$ cat config.mk
export PLATFORM = sky130hd
export DESIGN_NAME = wake_ipi
export DESIGN_NICKNAME = d
export VERILOG_FILES = /design/src/wake_pkg.sv /design/src/wake_ipi.sv
export SDC_FILE = /design/constraint.sdc
export NUM_CORES = 1
export LEC_CHECK = 0
export BUFFER_PORTS_ARGS = -buffer_cell sky130_fd_sc_hd__buf_2
export CAP_MARGIN = 20
export CORE_MARGIN = 2
export CORE_UTILIZATION = 41
export DETAILED_ROUTE_END_ITERATION = 12
export PLACE_DENSITY = 0.71
export SYNTH_ARGS = -nofsm -noshare
export SYNTH_HDL_FRONTEND = slang
export SYNTH_SLANG_ARGS = --single-unit
$ cat constraint.sdc
create_clock -name clk -period 1.7 [get_ports clk]
set_clock_uncertainty 0.1 [all_clocks]
set_input_delay 0.34 -clock clk [delete_from_list [all_inputs] [get_ports clk]]
set_output_delay 0.34 -clock clk [all_outputs]
set_load 0.02 [all_outputs]
$ cat src/wake_pkg.sv
// Purpose: Constants and carriers for the processor wake-up message logic
// Assumes: 25 MHz controller clock, 32-bit AXI4-Lite register access
// Notes:   Offsets are byte addresses of aligned words

package wake_pkg;

    // ==========================================================
    // Register map
    localparam logic [3:0]  addr_version      = 4'h0;
    localparam logic [3:0]  addr_control      = 4'h4;
    localparam logic [3:0]  addr_status       = 4'h8;
    localparam logic [3:0]  addr_start        = 4'hc;

    // ==========================================================
    // Fields and codes
    localparam logic [2:0]  mode_fixed        = 3'h0;
    localparam logic [2:0]  mode_reset        = 3'h5;
    localparam logic [2:0]  mode_start        = 3'h6;
    localparam int          pos_mode_lo       = 8;
    localparam int          pos_enable        = 0;
    localparam int          pos_integrated    = 1;
    localparam logic [3:0]  type_discrete     = 4'h0;
    localparam logic [3:0]  type_integrated   = 4'h1;
    localparam logic [3:0]  version_minor     = 4'h4; // Arbitrary low digit
    localparam logic [7:0]  own_id_reset      = 8'h00;
    localparam logic [7:0]  broadcast_id      = 8'hff;
    localparam logic [11:0] page_offset       = 12'h000;

    // ==========================================================
    // Timing
    localparam int          clk_mhz           = 25;
    localparam int          reset_pulse_ns    = 200;
    localparam int          reset_pulse_cyc   = (reset_pulse_ns * clk_mhz + 999) / 1000;
    localparam logic [3:0]  reset_pulse_count = 4'(reset_pulse_cyc);

    // ==========================================================
    // Carriers
    typedef struct packed {
        logic [7:0] dest;
        logic [2:0] mode;
        logic       edge_trig;
        logic [7:0] vector;
    } message_s;

    typedef struct packed {
        logic       halted;
        logic       real_mode;
        logic [15:0] code_segment;
        logic [15:0] code_offset;
    } cpu_state_s;

endpackage

$ cat src/wake_ipi.sv
// Purpose: Target-side handler of reset and start-vector messages
// Assumes: Message bus delivers one-cycle valid strobes on clk
// Notes:   Registers reached over AXI4-Lite; fixed-mode interrupts leave on fixed_pulse and fixed_vector
//
// Design decisions made here: the placing of the registers and register access over AXI4-Lite.

`timescale 1ns/1ps
`default_nettype none

module wake_ipi
(
    // Clock, reset and enable
    input  wire logic                  clk,
    input  wire logic                  sys_rst,
    input  wire logic                  clk_en,
    // Message bus
    input  wire logic                  msg_valid,
    input  wire wake_pkg::message_s    msg,
    // Processor side
    input  wire logic                  cpu_halted,
    input  wire logic                  cpu_protected,
    output logic                       proc_reset_init,
    output logic                       start_pulse,
    output wake_pkg::cpu_state_s       cpu_load,
    output logic                       fixed_pulse,
    output logic [7:0]                 fixed_vector,
    // AXI4-Lite write
    input  wire logic [3:0]            s_awaddr,
    input  wire logic                  s_awvalid,
    output logic                       s_awready,
    input  wire logic [31:0]           s_wdata,
    input  wire logic [3:0]            s_wstrb,
    input  wire logic                  s_wvalid,
    output logic                       s_wready,
    output logic [1:0]                 s_bresp,
    output logic                       s_bvalid,
    input  wire logic                  s_bready,
    // AXI4-Lite read
    input  wire logic [3:0]            s_araddr,
    input  wire logic                  s_arvalid,
    output logic                       s_arready,
    output logic [31:0]                s_rdata,
    output logic [1:0]                 s_rresp,
    output logic                       s_rvalid,
    input  wire logic                  s_rready
);

    // ==========================================================
    // State declarations
    logic                   aw_held;
    logic                   next_aw_held;
    logic [3:0]             aw_addr;
    logic [3:0]             next_aw_addr;
    logic                   w_held;
    logic                   next_w_held;
    logic [31:0]            w_data;
    logic [31:0]            next_w_data;
    logic [3:0]             w_strb;
    logic [3:0]             next_w_strb;
    logic                   next_bvalid;
    logic [1:0]             next_bresp;
    logic                   next_rvalid;
    logic [31:0]            next_rdata;
    logic [1:0]             next_rresp;
    logic                   ctl_enable;
    logic                   next_ctl_enable;
    logic                   ctl_integrated;
    logic                   next_ctl_integrated;
    logic [7:0]             own_id;
    logic [7:0]             next_own_id;
    logic [3:0]             rst_count;
    logic [3:0]             next_rst_count;
    logic                   next_start_pulse;
    wake_pkg::cpu_state_s   next_cpu_load;
    logic                   next_fixed_pulse;
    logic [7:0]             next_fixed_vector;
    logic [7:0]             last_vector;
    logic [7:0]             next_last_vector;
    logic [7:0]             start_count;
    logic [7:0]             next_start_count;
    logic [7:0]             reset_count;
    logic [7:0]             next_reset_count;
    logic                   wr_fire;
    logic                   addr_hit;
    logic                   start_msg;
    logic                   reset_msg;

    // ==========================================================
    // Message decode
    // Targeted messages need an exact identifier match; broadcast also counts
    assign addr_hit  = (msg.dest == own_id) || (msg.dest == wake_pkg::broadcast_id);
    // Start-vector needs edge trigger and mode 110; enable is not consulted
    assign start_msg = msg_valid && addr_hit && msg.edge_trig
                       && (msg.mode == wake_pkg::mode_start);
    assign reset_msg = msg_valid && addr_hit && (msg.mode == wake_pkg::mode_reset);

    // ==========================================================
    // Message handling next state
    always_comb
    begin
        next_rst_count    = rst_count;
        next_start_pulse  = 1'b0;
        next_cpu_load     = cpu_load;
        next_fixed_pulse  = 1'b0;
        next_fixed_vector = fixed_vector;
        next_last_vector  = last_vector;
        next_start_count  = start_count;
        next_reset_count  = reset_count;
        if (rst_count != 4'h0)
        begin
            next_rst_count = rst_count - 4'h1;
        end
        if (reset_msg)
        begin
            // Only the reset line is driven; caches and FPU stay with the core
            // Firmware reads the shutdown code and warm pointer once the line drops
            next_rst_count   = wake_pkg::reset_pulse_count;
            next_reset_count = reset_count + 8'h01;
        end
        else if (start_msg && ctl_integrated)
        begin
            next_start_pulse            = 1'b1;
            next_last_vector            = msg.vector;
            next_start_count            = start_count + 8'h01;
            next_cpu_load.halted        = 1'b0;
            next_cpu_load.real_mode     = 1'b1;
            next_cpu_load.code_segment  = {msg.vector, 8'h00};
            next_cpu_load.code_offset   = 16'h0000;
        end
        else if (msg_valid && addr_hit && ctl_enable
                 && (msg.mode == wake_pkg::mode_fixed))
        begin
            next_fixed_pulse  = 1'b1;
            next_fixed_vector = msg.vector;
        end
    end

    assign proc_reset_init = (rst_count != 4'h0);

    // ==========================================================
    // Message handling registers
    always_ff @(posedge clk)
    begin
        if (sys_rst)
        begin
            rst_count    <= 4'h0;
            start_pulse  <= 1'b0;
            cpu_load     <= '0;
            fixed_pulse  <= 1'b0;
            fixed_vector <= 8'h00;
            last_vector  <= 8'h00;
            start_count  <= 8'h00;
            reset_count  <= 8'h00;
        end
        else if (clk_en)
        begin
            rst_count    <= next_rst_count;
            start_pulse  <= next_start_pulse;
            cpu_load     <= next_cpu_load;
            fixed_pulse  <= next_fixed_pulse;
            fixed_vector <= next_fixed_vector;
            last_vector  <= next_last_vector;
            start_count  <= next_start_count;
            reset_count  <= next_reset_count;
        end
    end

    // ==========================================================
    // AXI4-Lite slave next state
    // Address and data are caught separately so either may come first
    assign s_awready = !aw_held && !s_bvalid;
    assign s_wready  = !w_held && !s_bvalid;
    assign s_arready = !s_rvalid;
    assign wr_fire   = aw_held && w_held && !s_bvalid;

    always_comb
    begin
        next_aw_held        = aw_held;
        next_aw_addr        = aw_addr;
        next_w_held         = w_held;
        next_w_data         = w_data;
        next_w_strb         = w_strb;
        next_bvalid         = s_bvalid;
        next_bresp          = s_bresp;
        next_rvalid         = s_rvalid;
        next_rdata          = s_rdata;
        next_rresp          = s_rresp;
        next_ctl_enable     = ctl_enable;
        next_ctl_integrated = ctl_integrated;
        next_own_id         = own_id;
        if (s_awvalid && s_awready)
        begin
            next_aw_held = 1'b1;
            next_aw_addr = s_awaddr;
        end
        if (s_wvalid && s_wready)
        begin
            next_w_held = 1'b1;
            next_w_data = s_wdata;
            next_w_strb = s_wstrb;
        end
        if (wr_fire)
        begin
            next_aw_held = 1'b0;
            next_w_held  = 1'b0;
            next_bvalid  = 1'b1;
            next_bresp   = 2'b00;
            if (aw_addr == wake_pkg::addr_control)
            begin
                if (w_strb[0])
                begin
                    next_ctl_enable     = w_data[wake_pkg::pos_enable];
                    next_ctl_integrated = w_data[wake_pkg::pos_integrated];
                end
                if (w_strb[1])
                begin
                    next_own_id = w_data[15:8];
                end
            end
            else if (aw_addr != wake_pkg::addr_version && aw_addr != wake_pkg::addr_status
                     && aw_addr != wake_pkg::addr_start)
            begin
                next_bresp = 2'b10;
            end
        end
        else if (s_bvalid && s_bready)
        begin
            next_bvalid = 1'b0;
        end
        if (s_arvalid && s_arready)
        begin
            next_rvalid = 1'b1;
            next_rresp  = 2'b00;
            case (s_araddr)
                wake_pkg::addr_version:
                    // Upper digit tells software which wake technique to use
                    next_rdata = {24'h000000, ctl_integrated ? wake_pkg::type_integrated
                                 : wake_pkg::type_discrete, wake_pkg::version_minor};
                wake_pkg::addr_control:
                    next_rdata = {16'h0000, own_id, 6'h00, ctl_integrated, ctl_enable};
                wake_pkg::addr_status:
                    next_rdata = {14'h0000, cpu_protected, cpu_halted,
                                  reset_count, 7'h00, proc_reset_init};
                wake_pkg::addr_start:
                    next_rdata = {start_count, 4'h0, last_vector, wake_pkg::page_offset};
                default:
                begin
                    next_rdata = 32'h00000000;
                    next_rresp = 2'b10;
                end
            endcase
        end
        else if (s_rvalid && s_rready)
        begin
            next_rvalid = 1'b0;
        end
    end

    // ==========================================================
    // AXI4-Lite slave registers
    // Integrated type by default so start-vector wake works out of reset
    always_ff @(posedge clk)
    begin
        if (sys_rst)
        begin
            aw_held        <= 1'b0;
            aw_addr        <= 4'h0;
            w_held         <= 1'b0;
            w_data         <= 32'h00000000;
            w_strb         <= 4'h0;
            s_bvalid       <= 1'b0;
            s_bresp        <= 2'b00;
            s_rvalid       <= 1'b0;
            s_rdata        <= 32'h00000000;
            s_rresp        <= 2'b00;
            ctl_enable     <= 1'b0;
            ctl_integrated <= 1'b1;
            own_id         <= wake_pkg::own_id_reset;
        end
        else if (clk_en)
        begin
            aw_held        <= next_aw_held;
            aw_addr        <= next_aw_addr;
            w_held         <= next_w_held;
            w_data         <= next_w_data;
            w_strb         <= next_w_strb;
            s_bvalid       <= next_bvalid;
            s_bresp        <= next_bresp;
            s_rvalid       <= next_rvalid;
            s_rdata        <= next_rdata;
            s_rresp        <= next_rresp;
            ctl_enable     <= next_ctl_enable;
            ctl_integrated <= next_ctl_integrated;
            own_id         <= next_own_id;
        end
    end

endmodule

`default_nettype wire

==> results_dict.tcl, run 1 <==
set metrics [dict create \
    synthXorXnorAreaFrac 0.02033 \
    fin_crit_ns 1.852 \
    drt_pre_antenna_iters 5 \
    io_buffers 101 \
    reg2reg_from "own_id[1]" \
    holdCritPathClass "in2reg" \
    grt.total_usage 0.2068 \
    netlist_area_um2 4309 \
    critPathArrivalTime_ns 2.07 \
    routed_wl_um 12040 \
    overflow 0 \
    synth_top_area_share 0.4413 \
    violations "negative setup slack" \
    synth.area.top_cells "dfxtp_1, a21oi_1, buf_4" \
    fillCellCount 948 \
    cts.htree.levels 3 \
    critPathKind "reg2reg" \
    synthMuxAreaShare 0.02497 \
    reg2reg_depth 6 \
    min_to "w_data[13]" \
    yosys.area_share.simple 0.2099 \
    grt_start_max_net_pins 33 \
    rsz0062_at_grt "true" \
    synthAdderAreaFrac 0.01161 \
    finalSetupViolations 15 \
    num_io_pins 161 \
    endpoint_kind "register" \
    setup_slack_ns -0.1519 \
    num_rows 37 \
    rrSetupSlack_ns -0.15 \
    hold_buffers 0 \
    syn_inst 507 \
    drc 0 \
    cts_tree "yes" \
    synth_top_family_by_area "simple AND/OR/NAND/NOR gates" \
    p_leak_nw 2.296 \
    clock-root-buffer "clkbuf_8" \
    ys_types 42 \
    final_nets 723 \
    worstMarginPinSlew_ns 0.6494 \
    syn2layout_area_growth_pct 30.84 \
    powerDensity_nw_per_um2 802.3 \
    gp_congestion 0.8595 \
    antenna_found_initial 0 \
    synth_seq_cells 95 \
    period_share 1.089 \
    worstPathRequired_ns 1.92 \
    avgSynthCellArea_um2 8.499 \
    hold_viol 0 \
    crit_path_start_kind "register" \
    initial_core_util 0.4193 \
    coreArea_um2 10280 \
    cp_max_fo 23 \
    fmax_mhz 540.0 \
    r2r-end "reset_count[6]" \
    cts_num_sinks 95 \
    outcome "finished with violations" \
    total_power_mw 4.523 \
    avgRoutedWirePerCell_um 15.34 \
    postRouteAntennaNets 0 \
    via_count 4255 \
    cts_buffer_depth 2 \
    drive_gt1_frac 0.3467 \
    dieArea_um2 11350 \
    viasPerCell 5.420 \
    grt_pass1_vias 3971 \
    grt_pass1_wl_um 18860 \
    slew_violations 0 \
    holdCritStartpoint "s_wdata[13]" \
    whs_path_depth 3 \
    ys_seq_area_frac 0.4413 \
    path_clk_slew_ns 0.09 \
    final_cells 785 \
    place_inst 763 \
    slew-limit-headroom 0.5655 \
    synth_compound_area_frac 0.1893 \
    ir_worst_vdd_mv 0.3897 \
    fp.dieH_um 106.5 \
    clk_latency_ns 0.38 \
    drt_iter0_markers 239 \
    yosysTopAreaCell "dfxtp_1" \
    fp.dieW_um 106.5 \
    drv_cap 0 \
    synth_warnings 0 \
    dpl.hpwl_um 8632 \
    diodes 0 \
    cts_buffers 9 \
]
[repair_timing]
action / CTS / global route
endpoints found under the hold margin: 0 / 0
gates cloned: 0 / 3
buffers inserted: 2 / 2
gates resized for setup: 18 / 37
endpoints found under the setup margin: 25 / 45
pin swaps: 12 / 17
[layout by cell type (no fill, tap or decap), drive strengths merged, types with 3 or more instances in the layout]
cell type	synthesis	final
buf	39	160
dfxtp	95	95
a21oi	62	62
nand2	48	48
conb	1	35
nor2	34	34
nand4	26	26
nand3	21	21
o21ai	21	21
a22oi	20	20
o31ai	12	12
clkbuf	31	12
or4	12	12
a22o	9	9
xnor2	9	9
inv	7	8
nor3	6	6
mux2	6	6
nand2b	5	5
and3	5	5
mux2i	4	4
ha	4	4
a32oi	3	3
nor2b	3	3
and3b	3	3
o21a	3	3
clkinvlp	0	3
nor4	3	3
[layout make-up]
type	count	area, µm²	share of cell area
sequential	95	1917	0.3400
clock buffer	10	137.6	0.02441
timing repair buffer	162	1084	0.1922
tap	136	170.2	0.03018
inverter	7	26.28	0.004660
clock inverter	6	45.04	0.007989
multi-input combinational	369	2258	0.4006
[through the flow]
step	instance area [µm²]	utilization	TNS (ns)	hold WS, ns	worst slack [ns]
after floorplan	4464	-	-0.4047	0.3319	-0.04298
after global placement	5202	0.5062	-4.640	0.3321	-0.2271
after detailed placement	5202	0.5062	-6.661	0.3379	-0.3015
after CTS	5468	0.5320	-1.023	0.07549	-0.1240
after global routing	5638	0.5486	-2.491	0.09154	-0.2055
final	5638	0.5486	-1.385	0.08917	-0.1519
[synth_stat cells (all sizes together)]
cell / count
dfxtp: 95
a21oi: 62
nand2: 48
buf: 39
nor2: 34
clkbuf: 31
nand4: 26
nand3: 21
o21ai: 21
a22oi: 20
o31ai: 12
or4: 12
a22o: 9
xnor2: 9
inv: 7
mux2: 6
nor3: 6
and3: 5
nand2b: 5
ha: 4
mux2i: 4
a32oi: 3
and3b: 3
nor2b: 3
nor4: 3
o21a: 3
nand3b: 2
or3: 2
a211o: 1
a211oi: 1
and2: 1
and4: 1
conb: 1
nand4b: 1
nor4b: 1
o22ai: 1
o32a: 1
or2: 1
or4b: 1
xor2: 1
[flip-flops by register name (all words and copies together) (netlist names), 2 cells and up]
signal / count
s_rdata: 24
w_data: 10
cpu_load: 9
fixed_vector: 8
own_id: 8
reset_count: 8
start_count: 8
aw_addr: 4
rst_count: 4
w_strb: 2
[logic make-up after synthesis]
group / after synthesis
AO/OA/AOI/OAI: 134
XOR/XNOR: 10
adder cells (fa/ha/maj): 4
buffers and inverters: 77
flip-flops: 95
multiplexers: 10
other: 1
AND/OR/NAND/NOR: 176
[worst max-delay path: stages, from the launching register on]
cell	delay, ns
dfxtp_2	0.35
xnor2_2	0.14
nand4_1	0.14
o21a_1	0.24
buf_12	0.16
or4_4	0.51
a21oi_1	0.14
[where the power goes]
group          internal, mW  leakage, nW  switching [mW]  total, mW
Combinational         0.317         1.44           0.463      0.780
Sequential             2.29        0.772          0.0504       2.34
Clock                 0.576       0.0849           0.827       1.40
[worst max-delay path by stage]
stage	endpoint	slack (ns)	startpoint
finish	reset_count[6]	-0.15	own_id[1]
global route	start_count[3]	-0.21	own_id[7]
CTS	reset_count[6]	-0.12	own_id[7]
detailed placement	reset_count[4]	-0.30	msg[19]
global placement	start_count[4]	-0.23	msg[14]
floorplan	reset_count[2]	-0.04	msg[14]
[routing by layer]
| layer | GRT usage | part of all wire | wire [µm] |
|---|---|---|---|
| met5 | 0 | 0 | 0 |
| met3 | 0.05395 | 0.069 | 834 |
| met2 | 0.3310 | 0.48 | 5761 |
| met4 | 0.1113 | 0.040 | 476 |
| met1 | 0.2542 | 0.41 | 4967 |
Power figures use the tool's default switching activity.
==> run 2, diff against run 1 <==
--- a/config.mk
+++ b/config.mk
@@ -9,8 +9,9 @@
 export CAP_MARGIN = 20
 export CORE_MARGIN = 2
 export CORE_UTILIZATION = 41
+export CTS_CLUSTER_DIAMETER = 30
 export DETAILED_ROUTE_END_ITERATION = 12
-export PLACE_DENSITY = 0.71
+export PLACE_DENSITY = 0.81
 export SYNTH_ARGS = -nofsm -noshare
 export SYNTH_HDL_FRONTEND = slang
 export SYNTH_SLANG_ARGS = --single-unit
==> run 2 against run 1 <==
The flow still finishes with violations (negative setup slack). Sequential cell count did not move. Critical path depth up 1. Count of clock-buffer cells in the layout rose by 2. Power rose by 4.3%. Routed wire length rose by 2.4%. Die area unchanged. First-iteration DRC count increased by 67%. Sequential power is essentially flat. Utilization is 0.35 points higher. Global-route usage up 0.083 points. Clock power increased by 14%. Largest cell class unchanged.
==> results_dict.tcl, run 2 (synthesis gave the netlist of run 1 again) <==
set metrics [dict create \
    setup_slack_ns -0.2279 \
    fin_util 0.5521 \
    gp_congestion 0.8483 \
    clk_latency_ns 0.38 \
    layout_commonest_cell "buf_2" \
    path_clk_slew_ns 0.09 \
    reg.largest.list "s_rdata: 24 flops, w_data: 10 flops, cpu_load: 9 flops" \
    grt.total_usage 0.2076 \
    hold_buffers 0 \
    cp_max_fo 7 \
    dpl.hpwl_um 8593 \
    num_io_pins 161 \
    coreArea_um2 10280 \
    overflow 0 \
    rrSetupSlack_ns -0.23 \
    placed_cell_area_um2 5223 \
    period_share 1.134 \
    slew-limit-headroom 0.6193 \
    outcome "finished with violations" \
    largest_reg_flops 24 \
    syn2layout_area_growth_pct 31.68 \
    whs_path_depth 3 \
    hold_viol 0 \
    drc 0 \
    cts_buffer_depth 2 \
    p_clk_frac 0.338 \
    regArea_um2 1917 \
    final_cells 788 \
    violations "negative setup slack" \
    fmax_mhz 518.7 \
    place_inst 764 \
    fp.dieW_um 106.5 \
    drt_iter0_markers 398 \
    reg2reg_depth 7 \
    mostFrequentLayoutCells "buf_2, dfxtp_1, a21oi_1, buf_4, nand2_1" \
    crit_chain "xnor2_2 -> nand4_1 -> o21a_2 -> buf_4 -> clkbuf_16 -> o31ai_1 -> a21oi_2" \
    dieArea_um2 11350 \
    p_leak_nw 2.325 \
    cts.htree.levels 3 \
    grt_pass1_wl_um 18800 \
    cpLargestDelayFamily "compound AO/OA/AOI/OAI gates" \
    drv_cap 0 \
    final_nets 725 \
    finalInstanceArea_um2 5674 \
    fin_crit_ns 1.928 \
    rsz0062_at_grt "true" \
    critPathArrivalTime_ns 2.08 \
    routed_wl_um 12330 \
    slew_violations 0 \
    holdCritPathClass "in2reg" \
    regMostFlops "s_rdata" \
    pwr-share-comb 0.167 \
    finalSetupViolations 14 \
    io_buffers 101 \
    cts_num_sinks 95 \
    swShare 0.2716 \
    antenna_found_initial 2 \
    ir_worst_vdd_mv 0.5600 \
    r2r-end "reset_count[5]" \
    holdCritStartpoint "s_awaddr[3]" \
    fillCellCount 903 \
    crit_path_start_kind "register" \
    drt_pre_antenna_iters 5 \
    worstMarginPinSlew_ns 0.5690 \
    min_to "aw_addr[3]" \
    endpoint_kind "register" \
    cts_tree "yes" \
    total_power_mw 4.718 \
    powerDensity_nw_per_um2 831.5 \
    num_rows 37 \
    grt_start_max_net_pins 33 \
    internal_power_mw 3.436 \
    via_count 4250 \
    avgRoutedWirePerCell_um 15.64 \
    clock-root-buffer "clkbuf_8" \
    cpPeakStageDelay_ns 0.39 \
    cp-startpoint "own_id[5]" \
    worstPathRequired_ns 1.86 \
    cp_slowest_cell "o31ai_1" \
    drive_gt1_frac 0.3502 \
    initial_core_util 0.4193 \
    grt_pass1_vias 4018 \
    critPathBufInv 2 \
    critPathKind "reg2reg" \
    power_frac_seq 0.495 \
    multi_input_area_um2 2272 \
    fp.dieH_um 106.5 \
    viasPerCell 5.393 \
    power.switching_mw 1.282 \
    postRouteAntennaNets 0 \
    reg2reg_from "own_id[5]" \
    cts_buffers 9 \
]
## run 2: power by group through the flow
| stage | clock [mW] | combinational, mW | sequential [mW] |
|---|---|---|---|
| 2_1_floorplan | 0 | 0.503 | 2.38 |
| 3_3_place_gp | 0 | 0.644 | 2.38 |
| 3_5_place_dp | 0 | 0.670 | 2.38 |
| 4_1_cts | 1.61 | 0.740 | 2.33 |
| 5_1_grt | 1.71 | 0.862 | 2.35 |
| 6_report | 1.59 | 0.788 | 2.34 |
## run 2: repair_timing
action,CTS,global route
hold endpoints to repair,0,0
setup buffers,2,3
setup endpoints to repair,35,55
gates resized for setup,16,34
pin swaps,7,18
gates cloned,0,2
## run 2: metrics by stage
stage / TNS, ns / hold WS, ns / setup WS, ns
floorplan: -0.4047 / 0.3319 / -0.04298
global placement: -5.947 / 0.3324 / -0.2452
detailed placement: -8.295 / 0.3505 / -0.3108
CTS: -1.098 / 0.08443 / -0.1330
global route: -3.691 / 0.1001 / -0.3083
finish: -1.551 / 0.09567 / -0.2279
## run 2: routing by layer
layer / GRT usage / share of wire
met4: 0.09740 / 0.040
met5: 0 / 0
met1: 0.2371 / 0.39
met2: 0.3549 / 0.50
met3: 0.06254 / 0.070
## run 2: area by class of cell
class                           count  area share
Timing Repair Buffer              164      0.1905
Sequential cell                    95      0.3378
Multi-Input combinational cell    369      0.4004
Clock inverter                      4     0.01235
Clock buffer                       12     0.02381
Antenna cell                        1   0.0004410
Inverter                            7    0.004631
Tap cell                          136     0.02999
## run 2: worst reg2reg max path, cell delays in order (launching register included)
cell	delay [ns]
dfxtp_2	0.36
xnor2_2	0.11
nand4_1	0.14
o21a_2	0.26
buf_4	0.16
clkbuf_16	0.16
o31ai_1	0.39
a21oi_2	0.13
## run 2: worst max path at each step
stage	endpoint	cells after the start	slack (ns)
final	reset_count[5]	7	-0.23
after global routing	reset_count[5]	7	-0.31
after CTS	start_count[2]	6	-0.13
after detailed placement	start_count[3]	7	-0.31
after global placement	start_count[4]	7	-0.25
after floorplan	reset_count[2]	7	-0.04
